**config.mk**
```make
export PLATFORM = sky130hd
export DESIGN_NAME = gpbl_line_ctrl
export DESIGN_NICKNAME = d
export VERILOG_FILES = /design/src/gpbl_pkg.sv /design/src/gpbl_sync.sv /design/src/gpbl_line_ctrl.sv
export SDC_FILE = /design/constraint.sdc
export NUM_CORES = 1
export LEC_CHECK = 0
export ABC_CLOCK_PERIOD_IN_PS = 6600
export BUFFER_PORTS_ARGS = -buffer_cell sky130_fd_sc_hd__buf_2
export CORE_ASPECT_RATIO = 1.75
export CORE_MARGIN = 1
export CORE_UTILIZATION = 40
export DETAILED_ROUTE_END_ITERATION = 7
export GPL_TIMING_DRIVEN = 0
export HOLD_SLACK_MARGIN = 0.1
export PLACE_DENSITY = 0.59
export SYNTH_ARGS = -nofsm -noshare
export SYNTH_HDL_FRONTEND = slang
export SYNTH_SLANG_ARGS = --single-unit
```
**constraint.sdc**
```tcl
create_clock -name clk -period 6.6 [get_ports clk]
set_input_delay 0.33 -clock clk [delete_from_list [all_inputs] [get_ports clk]]
set_output_delay 0.33 -clock clk [all_outputs]
set_load 0.1 [all_outputs]
```
**src/gpbl_pkg.sv**
```systemverilog
// package: register map, field layout and reset values of the bitmask line block
package gpbl_pkg;

    // ------------------------------------------------------------------
    // line geometry
    // ------------------------------------------------------------------
    localparam int NUM_LINES = 23;                     // lines 0..22
    localparam int FIRST_PORT_BASE = 0;                // lines 0-7
    localparam int SECOND_PORT_BASE = 8;               // lines 8-15
    localparam int THIRD_PORT_BASE = 16;               // lines 16-19
    localparam int MUX_PORT_BASE = 20;                 // lines 20-22
    localparam int MUX_PORT_WIDTH = 3;
    localparam int REDUCED_ABSENT_LINES = 4;           // lines 0-3 missing on reduced variant

    // ------------------------------------------------------------------
    // register addresses (16-bit register numbers)
    // ------------------------------------------------------------------
    localparam logic [15:0] ADDR_FIRST_PORT_LINE_REGS = 16'h07D0;   // 2000, lines 0-7
    localparam logic [15:0] ADDR_SECOND_PORT_LINE_REGS = 16'h07D8;  // 2008, lines 8-15
    localparam logic [15:0] ADDR_THIRD_PORT_LINE_REGS = 16'h07E0;   // 2016, lines 16-19
    localparam logic [15:0] ADDR_MUX_PORT_LINE_REGS = 16'h07E4;     // 2020, lines 20-22
    localparam logic [15:0] ADDR_ALL_LINES_LEVEL_WORD = 16'h0AF0;   // 2800
    localparam logic [15:0] ADDR_ALL_LINES_DIRECTION_WORD = 16'h0B22; // 2850
    localparam logic [15:0] ADDR_ALL_LINES_WRITE_MASK = 16'h0B54;   // 2900

    // ------------------------------------------------------------------
    // reset values and field masks
    // ------------------------------------------------------------------
    localparam logic [22:0] RESET_DIRECTION = 23'h000000;  // all inputs
    localparam logic [22:0] RESET_LEVEL = 23'h000000;
    localparam logic [22:0] RESET_WRITE_MASK = 23'h000000; // all lines affected
    localparam logic [22:0] ALL_LINES = 23'h7FFFFF;
    localparam logic [22:0] REDUCED_LINES = 23'h7FFFF0;    // lines 0-3 absent

    // ------------------------------------------------------------------
    // analog channel range that hands the mux port to the analog side
    // ------------------------------------------------------------------
    localparam logic [7:0] MUX_CHANNEL_FIRST = 8'h10;      // 16
    localparam logic [7:0] MUX_CHANNEL_LAST = 8'h7F;       // 127
    localparam int MUX_SELECT_SHIFT = 4;                   // channel bits 6:4 drive the mux

endpackage : gpbl_pkg

```
**src/gpbl_sync.sv**
```systemverilog
// two flip-flop synchroniser for the pin inputs, one stage pair per line
`timescale 1ns/1ps

module gpbl_sync #(
    parameter int WIDTH = 23
) (
    input wire logic clk,                  // system clock
    input wire logic srst,                 // synchronous reset, active high
    input wire logic [WIDTH-1:0] async_in, // raw pin levels
    output logic [WIDTH-1:0] sync_out      // levels after two stages
);

    typedef struct packed {
        logic [WIDTH-1:0] stage1;
        logic [WIDTH-1:0] stage2;
    } gpbl_sync_state_t;

    gpbl_sync_state_t state;
    gpbl_sync_state_t next_state;

    // ------------------------------------------------------------------
    // per-line stage pair; stage1 is read by stage2 only
    // ------------------------------------------------------------------
    always_comb begin
        next_state = state;
        for (int i = 0; i < WIDTH; i++) begin
            next_state.stage1[i] = async_in[i];
            next_state.stage2[i] = state.stage1[i];
        end
    end

    // state register
    always_ff @(posedge clk) begin
        if (srst) begin
            state <= '0;
        end else begin
            state <= next_state;
        end
    end

    assign sync_out = state.stage2;

endmodule : gpbl_sync

```
**src/gpbl_line_ctrl.sv**
```systemverilog
// top module: bitmask and per-line register control of the general-purpose lines
//
// Notes on behaviour
// - each set write-mask bit shields its line from direction, level, analog-select writes
// - direction word: 0 input, 1 output; writes only unmasked lines, reads all
// - level word write sets output values of unmasked lines, direction untouched
// - level word read returns sampled pin levels, also for output lines
// - a set mask bit blocks direction and level word changes; per-line register accesses ignore it
// - bit n of every bitmask word is line n; lines 0 to 22 valid
// - on the reduced variant bits 0-3 of the bitmask words have no effect
// - per-line register read makes line input; write makes it output at that level
// - ports 0-7, 8-15, 16-19, 20-22 with aliases from 2000, 2008, 2016, 2020
// - analog channel 16 to 127 selected drives mux port lines automatically on the full variant
`timescale 1ns/1ps

module gpbl_line_ctrl #(
    parameter bit REDUCED_VARIANT = 1'b0     // 1: lines 0-3 are not digital lines
) (
    input wire logic clk,                    // 250 MHz system clock
    input wire logic srst,                   // synchronous reset, active high
    input wire logic reg_req,                // register access request, one cycle
    input wire logic reg_write,              // 1 write, 0 read
    input wire logic [15:0] reg_addr,        // register number
    input wire logic [31:0] reg_wdata,       // write data
    output logic [31:0] reg_rdata,           // read data, valid with reg_ack
    output logic reg_ack,                    // access done, one-cycle pulse
    input wire logic ain_select_valid,       // analog channel selection is active
    input wire logic [7:0] ain_channel,      // selected analog channel number
    input wire logic analog_sel_write,       // write strobe for analog-select bits
    input wire logic [22:0] analog_sel_wdata,// requested analog-select bits per line
    output logic [22:0] analog_sel,          // analog-select setting per line
    input wire logic [22:0] line_in,         // pin levels, asynchronous
    output logic [22:0] line_out,            // pin output values
    output logic [22:0] line_oe              // pin output enables, high drives
);

    // ------------------------------------------------------------------
    // state
    // ------------------------------------------------------------------
    typedef struct packed {
        logic [22:0] direction;
        logic [22:0] level;
        logic [22:0] write_mask;
        logic [22:0] analog;
        logic [22:0] pin_out;
        logic [22:0] pin_oe;
        logic [31:0] rdata;
        logic ack;
    } gpbl_state_t;

    gpbl_state_t state;
    gpbl_state_t next_state;

    logic [22:0] pin_level;        // synchronised pin levels
    logic [22:0] valid_lines;      // lines that exist as digital lines
    logic [15:0] line_offset;      // register number minus first per-line address
    logic per_line_hit;            // access falls on a per-line register
    logic [4:0] line_idx;          // line addressed by a per-line register
    logic mux_override;            // analog side owns the mux port
    logic [2:0] mux_select;        // select code for the external mux
    logic [22:0] mux_oe;           // per line: the analog side drives this line
    logic [22:0] mux_out;          // per line: value the analog side drives

    // ------------------------------------------------------------------
    // pin synchroniser
    // ------------------------------------------------------------------
    gpbl_sync #(
        .WIDTH(gpbl_pkg::NUM_LINES)
    ) u_sync (
        .clk(clk),
        .srst(srst),
        .async_in(line_in),
        .sync_out(pin_level)
    );

    // ------------------------------------------------------------------
    // decode
    // ------------------------------------------------------------------
    // reduced variant drops lines 0-3; bits above 22 do not exist at all
    assign valid_lines = REDUCED_VARIANT ? gpbl_pkg::REDUCED_LINES
                                         : gpbl_pkg::ALL_LINES;

    // the four port aliases are contiguous, so one offset names the line
    assign line_offset = reg_addr - gpbl_pkg::ADDR_FIRST_PORT_LINE_REGS;
    assign line_idx = line_offset[4:0];
    // absent lines on the reduced variant fall through to the unmapped path
    assign per_line_hit = (reg_addr >= gpbl_pkg::ADDR_FIRST_PORT_LINE_REGS)
                        && (line_offset < 16'(gpbl_pkg::NUM_LINES))
                        && valid_lines[line_idx];

    // analog channels 16..127 hand the mux port to the analog front end on the full variant
    assign mux_override = ain_select_valid
                        && (ain_channel >= gpbl_pkg::MUX_CHANNEL_FIRST)
                        && (ain_channel <= gpbl_pkg::MUX_CHANNEL_LAST)
                        && !REDUCED_VARIANT;
    assign mux_select = 3'(ain_channel >> gpbl_pkg::MUX_SELECT_SHIFT);

    // ------------------------------------------------------------------
    // mux hand-over per line; only the three mux port lines can be taken
    // ------------------------------------------------------------------
    for (genvar g = 0; g < gpbl_pkg::NUM_LINES; g++) begin : g_mux_line
        if (g >= gpbl_pkg::MUX_PORT_BASE
                && g < gpbl_pkg::MUX_PORT_BASE + gpbl_pkg::MUX_PORT_WIDTH) begin : g_taken
            // analog side wins over the registers while it scans channels
            assign mux_oe[g] = mux_override;
            assign mux_out[g] = mux_select[g - gpbl_pkg::MUX_PORT_BASE];
        end else begin : g_free
            // digital-only lines are never handed over
            assign mux_oe[g] = 1'b0;
            assign mux_out[g] = 1'b0;
        end
    end

    // ------------------------------------------------------------------
    // next-state logic
    // ------------------------------------------------------------------
    always_comb begin
        logic [22:0] wbits;
        logic [22:0] keep;
        logic [22:0] drive_out;
        logic [22:0] drive_oe;
        wbits = reg_wdata[22:0] & valid_lines;
        keep = state.write_mask | ~valid_lines;
        drive_out = '0;
        drive_oe = '0;
        next_state = state;
        next_state.ack = 1'b0;
        next_state.rdata = '0;

        // register accesses answer one cycle after the request
        if (reg_req) begin
            next_state.ack = 1'b1;
            if (per_line_hit) begin
                if (reg_write) begin
                    // per-line write turns the line into a driven output
                    next_state.direction[line_idx] = 1'b1;
                    next_state.level[line_idx] = reg_wdata[0];
                end else begin
                    // per-line read returns the pin as sampled before the line turns into an input
                    next_state.direction[line_idx] = 1'b0;
                    next_state.rdata = {31'h00000000, pin_level[line_idx]};
                end
            end else begin
                case (reg_addr)
                    gpbl_pkg::ADDR_ALL_LINES_LEVEL_WORD: begin
                        if (reg_write) begin
                            // level bits only; direction stays as it is
                            next_state.level = (state.level & keep) | (wbits & ~keep);
                        end else begin
                            // the pin itself, never the latched output value
                            next_state.rdata = {9'h000, pin_level & valid_lines};
                        end
                    end
                    gpbl_pkg::ADDR_ALL_LINES_DIRECTION_WORD: begin
                        if (reg_write) begin
                            next_state.direction = (state.direction & keep)
                                                 | (wbits & ~keep);
                        end else begin
                            next_state.rdata = {9'h000, state.direction & valid_lines};
                        end
                    end
                    gpbl_pkg::ADDR_ALL_LINES_WRITE_MASK: begin
                        if (reg_write) begin
                            next_state.write_mask = wbits;
                        end else begin
                            next_state.rdata = {9'h000, state.write_mask};
                        end
                    end
                    default: begin
                        // unmapped number: acknowledged, writes dropped, reads zero
                        next_state.rdata = '0;
                    end
                endcase
            end
        end

        // analog-select setting obeys the same write mask
        // uses the mask held before this cycle, like the register writes
        if (analog_sel_write) begin
            next_state.analog = (state.analog & keep) | (analog_sel_wdata & valid_lines & ~keep);
        end

        // pin drive: register view, then the mux override on lines 20-22
        // built from next_state so a write shows on the pins with its ack
        drive_out = (next_state.level & valid_lines & ~mux_oe) | (mux_out & mux_oe);
        drive_oe = (next_state.direction & valid_lines & ~next_state.analog) | mux_oe;
        next_state.pin_out = drive_out;
        next_state.pin_oe = drive_oe;
    end

    // ------------------------------------------------------------------
    // state register
    // ------------------------------------------------------------------
    always_ff @(posedge clk) begin
        // reset releases every pin, so nothing is driven before the host configures it
        if (srst) begin
            state.direction <= gpbl_pkg::RESET_DIRECTION;
            state.level <= gpbl_pkg::RESET_LEVEL;
            state.write_mask <= gpbl_pkg::RESET_WRITE_MASK;
            state.analog <= '0;
            state.pin_out <= '0;
            state.pin_oe <= '0;
            state.rdata <= '0;
            state.ack <= 1'b0;
        end else begin
            state <= next_state;
        end
    end

    // ------------------------------------------------------------------
    // outputs, all straight from flip-flops
    // ------------------------------------------------------------------
    assign reg_rdata = state.rdata;
    assign reg_ack = state.ack;
    assign analog_sel = state.analog;
    assign line_out = state.pin_out;
    assign line_oe = state.pin_oe;

endmodule : gpbl_line_ctrl

```
== Yosys cells after proc, flatten, opt, wreduce, memory -nomap -nowiden ==
Memory sizes are Yosys's and may differ from the RTL's.
Index checks and enable logic that the tools add are counted.
Word-level totals
  memories: 1
  output and inout bits: 102
  bits of input ports: 108
  bits in registers: 217
  ROM bits: 32
Cells by class
  $lt $le $gt $ge: 6
  reduce and logical (&&, ||, !) cells: 7
  bitwise operators: 21
  mux-type cells: 25
  $add $sub $neg: 1
  equal/unequal tests: 3
Memories
  (name not given): depth 32, width 1, read ports 1, clocked after memory_dff 0, wr ports 0, RTL line gpbl_line_ctrl.sv:89  | && valid_lines[line_idx];
Operators with widths (count)
  $mux W23: 14
  $and A23 B23 Y23: 9
  $or A23 B23 Y23: 6
  $not A23 Y23: 4
  $mux W69: 1
  $pmux W23 S3: 1
  $eq A16 B12 Y1 const B: 3
  $mux W46: 1
  $bwmux W23: 1
  $ge A16 B11 Y1 const B: 1
  $lt A16 B5 Y1 const B: 1
  $sub A16 B11 Y16 const B: 1
  $ge A8 B5 Y1 const B: 1
  $le A8 B7 Y1 const B: 1
  $lt A5 B6 Y1 const B: 1
  $bmux W1 S5: 1
  $demux W1 S5: 1
  $ge A5 B1 Y1 const B: 1
  $logic_and A1 B1 Y1: 5
  $mux W1: 5
  $reduce_and A4 Y1: 1
  $not A1 Y1: 2
  $reduce_or A2 Y1: 1

== Longest topological paths before layout ==
Gate-level depths: netlist (run 1).
  word-level depth: 12
  gate-level depth with buffers: 10
  depth with buffers taken out: 8

== Modules after synthesis ==
A second synthesis (run 1) with hierarchy kept.
Unflattened totals
  cells, all modules: 1041
  area total of the unflattened synthesis: 9372.7 um^2
Modules (own cells, without submodules)
  gpbl_line_ctrl: times used 1, area each 8142.8 um^2, cells each 945
  gpbl_sync: times used 1, area each 1229.9 um^2, cells each 96

== Worst setup path before layout (run 1) ==
OpenSTA, ideal clock, no wires.
  kind: input -> register
  from: in reg_addr[4]
  to: reg state (netlist bit line_out[22])
  buffers on the path: 1
  stages on the path: 9
  path slack: 3.914 ns
  arrival time: 2.600 ns
  required time: 6.514 ns
  cells stage by stage: clkbuf_1 > inv_1 > ha_1 > and3b_4 > nand4b_1 > a2111o_1 > o21ai_0 > mux2_2 > a211oi_1
On the way
  word-level cells in the longest chain between the ends: 11
Ends and longest elaborated chain
  start, declared: RTL line gpbl_line_ctrl.sv:23  | input wire logic [15:0] reg_addr,
  $sub A16 B11 Y16: RTL line gpbl_line_ctrl.sv:84  | assign line_offset = reg_addr - gpbl_pkg::ADDR_FIRST_PORT_LINE_REGS;
  $lt A5 B6 Y1 (implied by the code) or $ge A5 B1 Y1 (tied branches): RTL line gpbl_line_ctrl.sv:137  | next_state.level[line_idx] = reg_wdata[0];
  $logic_and A1 B1 Y1 (implied by the code): RTL line gpbl_line_ctrl.sv:137
  $mux W1 (implied by the code): RTL line gpbl_line_ctrl.sv:137
  $demux W1 S5: RTL line gpbl_line_ctrl.sv:137
  $bwmux W23: RTL line gpbl_line_ctrl.sv:137
  $mux W23: RTL line gpbl_line_ctrl.sv:134  | if (reg_write) begin
  $mux W46 (*): RTL line gpbl_line_ctrl.sv:133  | if (per_line_hit) begin
  $mux W69 (*): RTL line gpbl_line_ctrl.sv:131  | if (reg_req) begin
  $and A23 B23 Y23 (*): RTL line gpbl_line_ctrl.sv:185  | drive_out = (next_state.level & valid_lines & ~mux_oe) | (mux_out & mux_oe);
  $or A23 B23 Y23 (*): RTL line gpbl_line_ctrl.sv:185
  end signal, assigned: RTL line gpbl_line_ctrl.sv:206  | state <= next_state;
  end, declared: RTL line gpbl_line_ctrl.sv:51  | gpbl_state_t state;
Mark *: on every way between the ends. The rest lies on a longest branch, timed or not. The select of a mux whose other input is x is not followed.
A chain may end at the register's enable or synchronous reset.

== Worst setup path in the final report (run 1) ==
  from: in reg_addr[4]
  to: reg state (netlist bit line_oe[4])
On the way
  word-level cells in the longest chain between the ends: 12
Ends and longest elaborated chain
  $sub A16 B11 Y16: RTL line gpbl_line_ctrl.sv:84
  $lt A5 B6 Y1 (implied by the code) or $ge A5 B1 Y1 (tied branches): RTL line gpbl_line_ctrl.sv:136, gpbl_line_ctrl.sv:140
  $logic_and A1 B1 Y1 (implied by the code): RTL line gpbl_line_ctrl.sv:136, gpbl_line_ctrl.sv:140
  $mux W1 (implied by the code): RTL line gpbl_line_ctrl.sv:136, gpbl_line_ctrl.sv:140
  $demux W1 S5: RTL line gpbl_line_ctrl.sv:136, gpbl_line_ctrl.sv:140
  $not A23 Y23 (no line)
  $and A23 B23 Y23 (no line)
  $mux W23: RTL line gpbl_line_ctrl.sv:134
  $mux W46 (*): RTL line gpbl_line_ctrl.sv:133
  $mux W69 (*): RTL line gpbl_line_ctrl.sv:131
  $and A23 B23 Y23 (*): RTL line gpbl_line_ctrl.sv:186  | drive_oe = (next_state.direction & valid_lines & ~next_state.analog) | mux_oe;
  $or A23 B23 Y23 (*): RTL line gpbl_line_ctrl.sv:186
Marked as above.

==> qor_table.md, run 1 <==
| Stage | Metric | Value |
|:---|:---|:---|
| layout | Fraction of layout instances using a drive strength above 1 | 30.46% |
| logic synthesis | Mean Syn Cell Area | 8.718 um^2 |
| floorplanning | Area of the die | 0.02405 mm^2 |
| route | Number of violations reported at the end of detailed-routing iteration 0 | 512 |
| sta | Maximum clock skew at final layout | 0.01099 ns |
| logic synthesis | Commonest cells in the netlist | sky130_fd_sc_hd__dfxtp_1, sky130_fd_sc_hd__nand2_1, sky130_fd_sc_hd__buf_4 |
| clock tree | Number of gates given a new drive strength after cts | 0 |
| power | Fraction of power consumed by the clock network | 42.1% |
| logic synthesis | Number of instances in the synthesized netlist | 1074 |
| sta | Slew at the pin closest to its max-slew limit | 1.101 ns |
| layout | Total non-filler cell area in the finished layout | 0.01145 mm^2 |
| setup path | Largest driver fanout on the critical path | 10 |
| power | Internal Dissipation | 0.001862 W |
| floorplanning | Effective utilization at floorplan | 41.00% |
| logic synthesis | Synthesis-stage register bit count | 188 |
| grt | Gr ovfl total | 0 |
| logic synthesis | Number of enable-type register cells in the synthesized netlist | 0 |
| place | Port Buf Inserts | 185 |
| clock tree | Number of buffers created by CTS | 17 |
| layout | Number of fill cells in the layout | 2309 |
| sta | Count of endpoints failing hold in the final timing report | 0 |
| route | Average wire per cell in the routed design | 19.60 um |
| sta | Setup repair after global routing missed its margin | false |
| route | Drt first pass iters | 5 |
| logic synthesis | Synth async-reset ratio | 0% |
| grt | Largest net degree at the start of global routing | 17 |
| logic synthesis | Dominant cell by count in the synthesized netlist | sky130_fd_sc_hd__dfxtp_1 |
| floorplanning | Core region area | 0.02283 mm^2 |
| place | Placer Congestion | 0.9410 |
| logic synthesis | Synth area leaders | sky130_fd_sc_hd__dfxtp_1, sky130_fd_sc_hd__buf_4, sky130_fd_sc_hd__mux2_2 |
| clock tree | Worst skew pair latency | 0.45 ns |
| sta | Setup violations, final | 0 |
| place | Area of placed instances | 0.01069 mm^2 |
| clock tree | Depth of the CTS H-tree | 4 |
| sta | FMAX | 0.2802 GHz |
| layout | Final standard cell count with taps included and fillers excluded | 1614 |
| route | Via count | 8521 |
| power | Portion of total power attributed to sequential cells | 45.7% |
| hold path | Path category of the worst min-delay check | in2reg |
| clock tree | CTS Buffer Depth | 2 |
| clock tree | Clock transition at path regs | 0.08 ns |
| setup path | Critical Path Source Type | input port |
| logic synthesis | Number of warning messages in the yosys log | 0 |
| sta | Period Utilization, post-route | 54.06% |
| place | Half-perimeter wire length after detailed placement | 23700 um |
| power | Fraction of power spent switching nets | 27.10% |
| power | Worst vdd rail ir drop | 0.0001464 V |
| logic synthesis | Post-synthesis instance area | 0.009363 mm^2 |
| logic synthesis | Area share of the leading cell type in the synthesized netlist | 40.20% |
| job | Reported max-cap violation count | 0 |
| setup path | Kind of critical path | in2reg |
| floorplanning | Die Ht | 204.4 um |
| grt | Wire length of the first global-routing pass | 48290 um |
| status | Result of the run | complete, no violations |
| logic synthesis | Count of distinct cell types in the synthesized netlist | 69 |
| route | Aggregate routed wire length | 31630 um |
| sta | Min Tclk post-route | 3.568 ns |
| power | Power after layout | 0.002554 W |
| floorplanning | Number of standard-cell rows in the floorplan | 73 |
| route | Via/cell ratio | 5.279 |
| route | Number of nets with antenna violations after detailed routing | 0 |
| logic synthesis | Dominant register cell in the synthesized netlist | sky130_fd_sc_hd__dfxtp_1 |
| power | Logic gate share of total power | 12.2% |
| place | Number of placed instances, taps included | 1567 |
| logic synthesis | Cell type with the highest aggregate area in the netlist | sky130_fd_sc_hd__dfxtp_1 |
| power | Leakage component of the power | 4.788 nW |
| floorplanning | Die boundary width | 117.7 um |
| grt | Total routing usage reported by global routing | 26.86% |
| setup path | CP Capture Type | register |
| setup path | Worst path arrival time | 3.90 ns |
| sta | Slew Limit Fails | 0 |
| power | Psw | 0.0006920 W |
| power | Power density over the cells | 223.0 mW/mm^2 |
| clock tree | Post-CTS Setup Bufs | 0 |
| clock tree | CTS tree | yes |
| route | Post-detailed-route DRC marker count | 0 |
| clock tree | Sink Count | 188 |
| sta | Max-slew headroom at the worst pin | 25.92% |
| grt | Via count of the first global-routing pass | 8401 |
| sta | Total Negative Setup Slacks | 0 ns |
| logic synthesis | Part of the Yosys area used for sequential elements | 40.20% |
| layout | Relative area change from synthesis to final layout | 22.29% |
| setup path | Critical path required time | 6.93 ns |
| grt | Antenna violations before repair | 1 |
| layout | Number of nets in the layout | 1413 |
| clock tree | Clk root buf | sky130_fd_sc_hd__clkbuf_16 |
| floorplanning | Number of top-level design ports | 210 |
-- through the flow --
stage | hold slack (ns) | setup WS, ns | util [%]
floorplan | 0.4138 | 3.914 | -
global placement | 0.4207 | 2.625 | 46.83
detailed placement | 0.4258 | 2.656 | 46.83
CTS | 0.1072 | 3.116 | 50.13
global route | 0.1220 | 2.821 | 50.14
finish | 0.1152 | 3.032 | 50.14
-- area by class of cell --
| cell class | instances | area, um^2 | share of cell area, % |
|---|---|---|---|
| Antenna cell | 1 | 2.502 | 0.02186 |
| Buffer | 167 | 1027 | 8.972 |
| Clock buffer | 18 | 439.2 | 3.836 |
| Clock inverter | 13 | 163.9 | 1.432 |
| Inverter | 11 | 41.29 | 0.3606 |
| Multi-Input combinational cell | 716 | 4561 | 39.83 |
| Sequential cell | 188 | 3764 | 32.87 |
| Tap cell | 300 | 375.4 | 3.278 |
| Timing Repair Buffer | 200 | 1076 | 9.398 |
-- flip-flops by register name, summed over array words and instances, names as in the netlist --
register           cells
analog_sel            23
line_oe               23
reg_rdata             23
reg_ack                1
u_sync.next_state     23
u_sync.sync_out       23
state                 69
line_out               3
-- critical path, stage by stage --
cell	delay (ns)
sky130_fd_sc_hd__buf_2	0.19
sky130_fd_sc_hd__clkbuf_1	0.47
sky130_fd_sc_hd__inv_1	0.14
sky130_fd_sc_hd__ha_1	0.25
sky130_fd_sc_hd__and3b_4	0.31
sky130_fd_sc_hd__nand4b_1	0.26
sky130_fd_sc_hd__a2111oi_4	0.73
sky130_fd_sc_hd__a21oi_2	0.34
sky130_fd_sc_hd__clkbuf_1	0.39
sky130_fd_sc_hd__a22oi_1	0.35
sky130_fd_sc_hd__a21oi_1	0.11
-- timing repair --
item | 4_1_cts | 5_1_grt
hold buffers | 15 | 0
endpoints found under the hold margin | 15 | 0
endpoints found under the setup margin | 0 | 0
-- power by group through the flow --
stage | Sequential [W] | Clock [W] | Combinational [W]
after global routing | 0.00117 | 0.00114 | 0.000331
after global placement | 0.00119 | 0 | 0.000303
after CTS | 0.00117 | 0.00109 | 0.000311
after floorplan | 0.00119 | 0 | 0.000213
final | 0.00117 | 0.00107 | 0.000312
after detailed placement | 0.00119 | 0 | 0.000304
-- placed cells by master (no fill, tap or decap), types with 4 or more instances in the layout --
cell / n
sky130_fd_sc_hd__buf_4: 102
sky130_fd_sc_hd__a21boi_0: 11
sky130_fd_sc_hd__mux2i_1: 17
sky130_fd_sc_hd__mux4_2: 6
sky130_fd_sc_hd__o32ai_1: 19
sky130_fd_sc_hd__buf_2: 193
sky130_fd_sc_hd__ha_1: 4
sky130_fd_sc_hd__a22oi_1: 39
sky130_fd_sc_hd__nor4_1: 21
sky130_fd_sc_hd__nand3_1: 9
sky130_fd_sc_hd__clkbuf_1: 55
sky130_fd_sc_hd__nand2_1: 150
sky130_fd_sc_hd__a211oi_1: 5
sky130_fd_sc_hd__and2_1: 5
sky130_fd_sc_hd__dfxtp_1: 188
sky130_fd_sc_hd__conb_1: 9
sky130_fd_sc_hd__dlygate4sd3_1: 15
sky130_fd_sc_hd__o21ai_0: 22
sky130_fd_sc_hd__nand4_1: 5
sky130_fd_sc_hd__a21oi_1: 92
sky130_fd_sc_hd__mux2_2: 57
sky130_fd_sc_hd__nor3_1: 37
sky130_fd_sc_hd__clkbuf_16: 17
sky130_fd_sc_hd__inv_1: 11
sky130_fd_sc_hd__a31oi_1: 4
sky130_fd_sc_hd__nor2_1: 32
sky130_fd_sc_hd__nand2b_1: 48
sky130_fd_sc_hd__nor2b_1: 66
-- cell families after synthesis --
logic type / Yosys count / share of synthesized area [%]
and+or+nand+nor: 392 / 21.30
AOI/OAI and AO/OA: 227 / 16.02
DFF: 188 / 40.20
buffers and inverters: 178 / 11.41
muxes: 80 / 10.12
adders and majority gates: 4 / 0.5346
xor gates and xnor gates: 4 / 0.3742
other: 1 / 0.04005
-- routing by layer --
metal	wire length [um]	part of all wire [%]	GRT usage [%]
met1	11940	38	29.22
met2	16140	51	47.84
met3	1593	5.0	4.381
met4	1946	6.2	17.72
met5	0	0	0
-- final timing paths --
| check | startpoint | end | slack (ns) | cells after the start |
|---|---|---|---|---|
| worst max-delay path | reg_addr[4] | line_oe[4]$_SDFF_PP0_ | 3.03 | 11 |
| worst min-delay path | line_in[0] | u_sync.next_state[0]$_SDFF_PP0_ | 0.12 | 2 |
| worst max register to register | u_sync.sync_out[6]$_SDFF_PP0_ | reg_rdata[0]$_SDFF_PP0_ | 4.64 | 5 |
| worst min register to register | u_sync.next_state[13]$_SDFF_PP0_ | u_sync.sync_out[13]$_SDFF_PP0_ | 0.44 | 1 |
Note: power is estimated with default switching activity, not from simulation.
==> run 2, diff against run 1 <==
--- a/config.mk
+++ b/config.mk
@@ -5,7 +5,7 @@
 export SDC_FILE = /design/constraint.sdc
 export NUM_CORES = 1
 export LEC_CHECK = 0
-export ABC_CLOCK_PERIOD_IN_PS = 6600
+export ABC_CLOCK_PERIOD_IN_PS = 3210
 export BUFFER_PORTS_ARGS = -buffer_cell sky130_fd_sc_hd__buf_2
 export CORE_ASPECT_RATIO = 1.75
 export CORE_MARGIN = 1
@@ -13,7 +13,7 @@
 export DETAILED_ROUTE_END_ITERATION = 7
 export GPL_TIMING_DRIVEN = 0
 export HOLD_SLACK_MARGIN = 0.1
-export PLACE_DENSITY = 0.59
+export PLACE_DENSITY = 0.61
 export SYNTH_ARGS = -nofsm -noshare
 export SYNTH_HDL_FRONTEND = slang
 export SYNTH_SLANG_ARGS = --single-unit
==> constraint.sdc (replaced) <==
create_clock -name clk -period 3.21 [get_ports clk]
set_input_delay 0.1605 -clock clk [delete_from_list [all_inputs] [get_ports clk]]
set_output_delay 0.1605 -clock clk [all_outputs]
set_load 0.1 [all_outputs]
==> run 2 against run 1 <==
Critical path depth fell by 3. Sequential power rose by 110%. Non-clock buffer count increased by 56. Combinational power rose by 120%. Routed wire length grew 0.40%. Worst hold slack better by 0.0024 ns. Setup slack lost 2.9 ns. Sequential cell count unchanged. Via count increased by 2.7%. Clock power is 110% higher. Die area stayed put.
==> qor_table.md, run 2 (same netlist as run 1, synthesis figures left out) <==
| Stage | Metric | Value | Change |
|:---|:---|:---|:---|
| setup path | Largest driver fanout on the critical path | 10 | unchanged |
| sta | Total Negative Setup Slacks | 0 ns | unchanged |
| sta | Min Tclk post-route | 3.114 ns |  |
| clock tree | Depth of the CTS H-tree | 4 | unchanged |
| route | Aggregate routed wire length | 31750 um | was 31630 um |
| clock tree | CTS Buffer Depth | 2 | unchanged |
| floorplanning | Die boundary width | 117.7 um | unchanged |
| sta | Count of endpoints failing hold in the final timing report | 0 | unchanged |
| setup path | Buf+Inv Stages, Crit Path | 3 | was 4 |
| sta | Maximum clock skew at final layout | 0.008018 ns | was 0.01099 ns |
| setup path | Cell type of the slowest stage on the worst timing path | sky130_fd_sc_hd__nor4_1 | was sky130_fd_sc_hd__a2111oi_4 |
| layout | Reg with most FFs | state | unchanged |
| floorplanning | Number of top-level design ports | 210 | unchanged |
| sta | Slew at the pin closest to its max-slew limit | 0.9236 ns | was 1.101 ns |
| sta | Slew Limit Fails | 0 | unchanged |
| layout | Number of fill cells in the layout | 2234 | was 2309 |
| sta | Max-slew headroom at the worst pin | 37.86% | was 25.92% |
| power | Worst vdd rail ir drop | 0.0002941 V | was 0.0001464 V |
| floorplanning | Area of the die | 0.02405 mm^2 | unchanged |
| layout | Number of nets in the layout | 1469 | was 1413 |
| place | Placer Congestion | 0.9134 | was 0.9410 |
| sta | Setup violations, final | 0 | unchanged |
| layout | Largest register FFs | 69 | unchanged |
| grt | Total routing usage reported by global routing | 26.96% | was 26.86% |
| clock tree | Clock transition at path regs | 0.07 ns | was 0.08 ns |
| floorplanning | Number of standard-cell rows in the floorplan | 73 | unchanged |
| hold path | Path category of the worst min-delay check | in2reg | unchanged |
| status | Result of the run | complete, no violations | unchanged |
| layout | Commonest non-fill, non-tap cell in the layout | sky130_fd_sc_hd__buf_2 | unchanged |
| route | Drt first pass iters | 7 | was 5 |
| clock tree | Post-CTS Setup Bufs | 0 | unchanged |
| layout | Fraction of layout instances using a drive strength above 1 | 29.27% | was 30.46% |
| grt | Largest net degree at the start of global routing | 19 | was 17 |
| clock tree | Sink Count | 188 | unchanged |
| setup path | Critical Path Source Type | input port | unchanged |
| clock tree | CTS tree | yes | unchanged |
| setup path | Critical path required time | 3.58 ns | was 6.93 ns |
| power | Power after layout | 0.005381 W | was 0.002554 W |
| layout | Share of the core filled with cells in the final layout | 52.76% | was 50.14% |
| setup path | Cell class contributing the biggest share of worst-path delay | simple AND/OR/NAND/NOR gates | was compound AO/OA/AOI/OAI gates |
| setup path | Critical path, cell by cell | buf_2, buf_1, nor2_1, nand2_1, nor4_1, clkbuf_1, a22oi_1, a21oi_1 | was buf_2, clkbuf_1, inv_1, ha_1, and3b_4, nand4b_1, a2111oi_4, a21oi_2, clkbuf_1, a22oi_1, a21oi_1 |
| sta | Period Utilization, post-route | 97.01% |  |
| setup path | Max stage delay on crit path | 0.79 ns | was 0.73 ns |
| place | Half-perimeter wire length after detailed placement | 23790 um | was 23700 um |
| layout | Combined area of the multi-input logic cells | 0.004561 mm^2 | unchanged |
| route | Number of nets with antenna violations after detailed routing | 0 | unchanged |
| job | Reported max-cap violation count | 0 | unchanged |
| sta | Setup repair after global routing missed its margin | false | unchanged |
| grt | Via count of the first global-routing pass | 8682 | was 8401 |
| clock tree | Clk root buf | sky130_fd_sc_hd__clkbuf_16 | unchanged |
| grt | Wire length of the first global-routing pass | 48560 um | was 48290 um |
| clock tree | Number of buffers created by CTS | 17 | unchanged |
| place | Port Buf Inserts | 185 | unchanged |
| setup path | CP Capture Type | register | unchanged |
| route | Via count | 8751 | was 8521 |
| route | Via/cell ratio | 5.234 | was 5.279 |
| power | Leakage component of the power | 5.042 nW | was 4.788 nW |
| route | Post-detailed-route DRC marker count | 0 | unchanged |
| setup path | Kind of critical path | in2reg | unchanged |
| floorplanning | Die Ht | 204.4 um | unchanged |
| layout | Commonest cells after routing, fill and taps aside | sky130_fd_sc_hd__buf_2, sky130_fd_sc_hd__dfxtp_1, sky130_fd_sc_hd__nand2_1, sky130_fd_sc_hd__buf_4, sky130_fd_sc_hd__a21oi_1 | unchanged |
| floorplanning | Core region area | 0.02283 mm^2 | unchanged |
| setup path | Worst path arrival time | 3.49 ns | was 3.90 ns |
| grt | Gr ovfl total | 0 | unchanged |
| layout | Storage cell area | 0.003764 mm^2 | unchanged |
| sta | FMAX | 0.3211 GHz |  |
| floorplanning | Effective utilization at floorplan | 41.00% | unchanged |
| clock tree | Worst skew pair latency | 0.45 ns | about the same |
| grt | Antenna violations before repair | 2 | was 1 |
| route | Number of violations reported at the end of detailed-routing iteration 0 | 649 | was 512 |
| layout | Relative area change from synthesis to final layout | 28.67% | was 22.29% |
| route | Average wire per cell in the routed design | 18.99 um | was 19.60 um |
| power | Power density over the cells | 446.6 mW/mm^2 | was 223.0 mW/mm^2 |
run 2: final cells by class:
type                    count  share of cell area, %
well taps                 300                  3.116
repair buffers            257                  13.67
inverters                  11                 0.3427
diodes                      2                0.04155
clock inverters            13                  1.548
clock buffers              19                  3.677
flip-flops and latches    188                  31.24
plain buffers             166                  8.506
multi-input cells         716                  37.86
run 2: worst paths after layout:
| path | start | end | cells past startpoint | slack (ns) |
|---|---|---|---|---|
| worst min-delay path | ain_channel[5] | line_out[21]$_SDFF_PP0_ | 3 | 0.12 |
| worst min register to register | u_sync.next_state[19]$_SDFF_PP0_ | u_sync.sync_out[19]$_SDFF_PP0_ | 1 | 0.43 |
| worst max register to register | u_sync.sync_out[14]$_SDFF_PP0_ | reg_rdata[0]$_SDFF_PP0_ | 5 | 1.21 |
| worst max-delay path | reg_addr[1] | reg_rdata[12]$_SDFF_PP0_ | 8 | 0.1 |
run 2: per-stage QoR:
step / cells / hold WS (ns) / instance area, um^2 / setup slack, ns
after floorplan: 1082 / 0.2887 / 9393 / 0.6939
after global placement: 1567 / 0.3736 / 10690 / -0.6012
after detailed placement: 1567 / 0.3813 / 10690 / -0.6128
after CTS: 1670 / 0.1003 / 12040 / 0.2550
after global routing: 1672 / 0.1424 / 12050 / 0.03113
final: 1672 / 0.1176 / 12050 / 0.09590
run 2: layer usage:
metal,global-route usage (%),routed length [um],up-vias
met2,48.59,16470,341
met5,0,0,-
met1,28.99,11680,4090
met3,4.074,1717,81
met4,17.90,1878,0
li1,-,-,4239
run 2: worst reg2reg max path: stages (launching register included):
cell and delay, ns:
sky130_fd_sc_hd__dfxtp_1 0.32, sky130_fd_sc_hd__mux4_2 0.48, sky130_fd_sc_hd__mux4_2 0.50, sky130_fd_sc_hd__a21o_1 0.20, sky130_fd_sc_hd__a221oi_1 0.24, sky130_fd_sc_hd__nor3_1 0.12
run 2: what timing repair did:
item,4_1_cts,5_1_grt
gates resized for setup,1,0
endpoints found under the hold margin,97,0
endpoints found under the setup margin,21,0
hold buffers,72,0
run 2: where the power goes:
group          leakage, nW  internal, W  total [W]  switching (W)
clock                0.309      0.00133    0.00229       0.000956
sequential            1.53      0.00238    0.00240      0.0000195
combinational         3.20     0.000247   0.000695       0.000448
total                 5.04      0.00396    0.00538        0.00142
==> run 3, diff against run 2 <==
--- a/config.mk
+++ b/config.mk
@@ -5,11 +5,12 @@
 export SDC_FILE = /design/constraint.sdc
 export NUM_CORES = 1
 export LEC_CHECK = 0
-export ABC_CLOCK_PERIOD_IN_PS = 3210
+export ABC_CLOCK_PERIOD_IN_PS = 2750
 export BUFFER_PORTS_ARGS = -buffer_cell sky130_fd_sc_hd__buf_2
 export CORE_ASPECT_RATIO = 1.75
 export CORE_MARGIN = 1
 export CORE_UTILIZATION = 40
+export CTS_BUF_LIST = sky130_fd_sc_hd__clkbuf_8
 export DETAILED_ROUTE_END_ITERATION = 7
 export GPL_TIMING_DRIVEN = 0
 export HOLD_SLACK_MARGIN = 0.1
==> constraint.sdc (replaced) <==
create_clock -name clk -period 2.75 [get_ports clk]
set_input_delay 0.1375 -clock clk [delete_from_list [all_inputs] [get_ports clk]]
set_output_delay 0.1375 -clock clk [all_outputs]
set_load 0.1 [all_outputs]
==> run 3 against run 2 <==
Non-clock buffer count grew 6. Critical path depth is the same. Power grew 5.7%. Worst hold slack gained 0.047 ns. Clock power shrank 9.6%. Clock-buffer cell count shrank 1. Largest power group unchanged.
==> qor_table.md, run 3 (same netlist as run 1, synthesis figures left out) <==
| Stage | Metric | Value | Change |
|:---|:---|:---|:---|
| clock tree | Sink Count | 188 | unchanged |
| layout | Commonest non-fill, non-tap cell in the layout | sky130_fd_sc_hd__buf_2 | unchanged |
| floorplanning | Area of the die | 0.02405 mm^2 | unchanged |
| grt | Total routing usage reported by global routing | 26.95% | was 26.96% |
| sta | Count of endpoints failing hold in the final timing report | 0 | unchanged |
| setup path | CP Capture Type | register | unchanged |
| floorplanning | Core region area | 0.02283 mm^2 | unchanged |
| route | Via count | 8808 | was 8751 |
| layout | Relative area change from synthesis to final layout | 27.61% | was 28.67% |
| setup path | Critical Path Source Type | input port | unchanged |
| route | Post-detailed-route DRC marker count | 0 | unchanged |
| grt | Antenna violations before repair | 4 | was 2 |
| sta | Min Tclk post-route | 2.662 ns |  |
| route | Drt first pass iters | 5 | was 7 |
| hold path | Path category of the worst min-delay check | in2reg | unchanged |
| setup path | Reg-to-Reg Start | u_sync.sync_out[10]$_SDFF_PP0_ | was u_sync.sync_out[14]$_SDFF_PP0_ |
| sta | Setup violations, final | 0 | unchanged |
| layout | Largest register FFs | 69 | unchanged |
| route | Number of nets with antenna violations after detailed routing | 0 | unchanged |
| setup path | Kind of critical path | in2reg | unchanged |
| sta | Maximum clock skew at final layout | 0.01201 ns | was 0.008018 ns |
| setup path | Critical path required time | 3.17 ns | was 3.58 ns |
| setup path | End of the worst register-to-register path | reg_rdata[0]$_SDFF_PP0_ | unchanged |
| sta | FMAX | 0.3757 GHz |  |
| layout | Commonest cells after routing, fill and taps aside | sky130_fd_sc_hd__buf_2, sky130_fd_sc_hd__dfxtp_1, sky130_fd_sc_hd__nand2_1, sky130_fd_sc_hd__buf_4, sky130_fd_sc_hd__a21oi_1 | unchanged |
| place | Placer Congestion | 0.9134 | unchanged |
| grt | Via count of the first global-routing pass | 8674 | was 8682 |
| layout | Fraction of layout instances using a drive strength above 1 | 29.72% | was 29.27% |
| place | Half-perimeter wire length after detailed placement | 23790 um | unchanged |
| grt | Wire length of the first global-routing pass | 48580 um | was 48560 um |
| layout | Share of the core filled with cells in the final layout | 52.32% | was 52.76% |
| layout | Number of nets in the layout | 1475 | was 1469 |
| setup path | Worst Reg2Reg Path Length in Cells | 5 | unchanged |
| sta | Final worst setup slack | 0.08827 ns | was 0.09590 ns |
| job | Reported max-cap violation count | 0 | unchanged |
| place | Area of placed instances | 0.01069 mm^2 | unchanged |
| place | Port Buf Inserts | 185 | unchanged |
| power | Worst vdd rail ir drop | 0.0003059 V | was 0.0002941 V |
| hold path | Launch point of the worst hold path | analog_sel_write | was ain_channel[5] |
| route | Number of violations reported at the end of detailed-routing iteration 0 | 590 | was 649 |
| clock tree | CTS Buffer Depth | 2 | unchanged |
| place | Worst Setup Slack post-DPL | -1.050 ns | was -0.6128 ns |
| sta | Max-slew headroom at the worst pin | 36.03% | was 37.86% |
| layout | Reg with most FFs | state | unchanged |
| clock tree | CTS tree | yes | unchanged |
| power | Leakage component of the power | 4.994 nW | was 5.042 nW |
| sta | Period Utilization, post-route | 96.79% |  |
| setup path | Largest driver fanout on the critical path | 10 | unchanged |
| sta | Slew at the pin closest to its max-slew limit | 0.9531 ns | was 0.9236 ns |
| sta | Slew Limit Fails | 0 | unchanged |
| floorplanning | Die boundary width | 117.7 um | unchanged |
| clock tree | Clock transition at path regs | 0.09 ns | was 0.07 ns |
| route | Aggregate routed wire length | 31820 um | was 31750 um |
| setup path | Reg2reg setup slack | 0.77 ns | was 1.21 ns |
| power | Power density over the cells | 476.2 mW/mm^2 | was 446.6 mW/mm^2 |
| grt | Largest net degree at the start of global routing | 19 | unchanged |
| clock tree | Depth of the CTS H-tree | 4 | unchanged |
| sta | Setup repair after global routing missed its margin | true | was false |
| layout | Total non-filler cell area in the finished layout | 0.01195 mm^2 | was 0.01205 mm^2 |
| status | Result of the run | complete, no violations | unchanged |
| hold path | Hold endpoint | line_oe[4]$_SDFF_PP0_ | was line_out[21]$_SDFF_PP0_ |
| setup path | Worst path arrival time | 3.08 ns | was 3.49 ns |
| route | Via/cell ratio | 5.243 | was 5.234 |
| route | Average wire per cell in the routed design | 18.94 um | was 18.99 um |
| clock tree | Worst skew pair latency | 0.50 ns | was 0.45 ns |
| grt | Gr ovfl total | 0 | unchanged |
| clock tree | Number of buffers created by CTS | 17 | unchanged |
| floorplanning | Die Ht | 204.4 um | unchanged |
| floorplanning | Effective utilization at floorplan | 41.00% | unchanged |
| clock tree | Clk root buf | sky130_fd_sc_hd__clkbuf_8 | was sky130_fd_sc_hd__clkbuf_16 |
| floorplanning | Number of standard-cell rows in the floorplan | 73 | unchanged |
| hold path | Cell count of the worst hold path | 4 | was 3 |
| floorplanning | Number of top-level design ports | 210 | unchanged |
## run 3: changes by cell type in the layout (fill, tap and decap cells not counted), moves of 3 or more
cell | previous run | this run
sky130_fd_sc_hd__buf_4 | 102 | 105
sky130_fd_sc_hd__clkbuf_16 | 17 | 0
sky130_fd_sc_hd__clkbuf_8 | 1 | 18
sky130_fd_sc_hd__dlygate4sd3_1 | 72 | 75
## run 3: worst max-delay path by stage
| stage | from | endpoint | depth (start not counted) |
|---|---|---|---|
| 5_1_grt | reg_addr[4] | line_out[22]$_SDFF_PP0_ | 9 |
| 3_3_place_gp | reg_addr[4] | line_oe[1]$_SDFF_PP0_ | 11 |
| 6_report | reg_addr[1] | reg_rdata[12]$_SDFF_PP0_ | 8 |
| 2_1_floorplan | reg_addr[4] | line_out[22]$_SDFF_PP0_ | 9 |
| 3_5_place_dp | reg_addr[4] | line_oe[1]$_SDFF_PP0_ | 11 |
| 4_1_cts | reg_addr[4] | line_oe[1]$_SDFF_PP0_ | 10 |
## run 3: area by class of cell
| type | instances | area (um^2) |
|---|---|---|
| antenna | 4 | 10.01 |
| buffer | 166 | 1026 |
| tap | 300 | 375.4 |
| timing repair buffer | 263 | 1699 |
| inverter | 11 | 41.29 |
| sequential | 188 | 3764 |
| clock buffer | 18 | 247.7 |
| clock inverter | 14 | 190.2 |
| fill | 2254 | 10890 |
| multi-input combinational | 716 | 4594 |
## run 3: power by group
group,internal [W],switching (W)
logic,0.000293,0.000526
clock network,0.00102,0.00105
registers,0.00278,0.0000227
total,0.00409,0.00160
## run 3: what timing repair did
action                                 in CTS  in global routing
resized for setup                           3                  7
pin swaps                                   0                  2
hold buffers                               75                  0
setup endpoints to repair                  58                 34
endpoints found under the hold margin     116                  0
buffers inserted                            0                  3
## run 3: critical path: stages
cell and delay (ns):
sky130_fd_sc_hd__buf_2 0.12, sky130_fd_sc_hd__nor2b_1 0.15, sky130_fd_sc_hd__clkbuf_1 0.49, sky130_fd_sc_hd__nand4b_1 0.48, sky130_fd_sc_hd__nor2_1 0.49, sky130_fd_sc_hd__clkbuf_1 0.57
sky130_fd_sc_hd__a22oi_1 0.38, sky130_fd_sc_hd__a21oi_1 0.24
## run 3: layer usage
| metal | track usage [%] | routed length (um) | share of wire [%] |
|---|---|---|---|
| met1 | 28.99 | 11830 | 37 |
| met2 | 48.42 | 16450 | 52 |
| met3 | 4.102 | 1610 | 5.1 |
| met4 | 18.18 | 1927 | 6.1 |
| met5 | 0 | 0 | 0 |
## run 3: stage by stage
stage	hold WS (ns)	power (W)	std cells	setup TNS, ns
final	0.1643	0.005690	1680	0
after detailed placement	0.3583	0.003590	1567	-64.32
after CTS	0.1383	0.005727	1673	-0.0004727
after floorplan	0.2657	0.003371	1082	0
after global placement	0.3506	0.003585	1567	-65.12
after global routing	0.1709	0.005892	1680	-0.01932
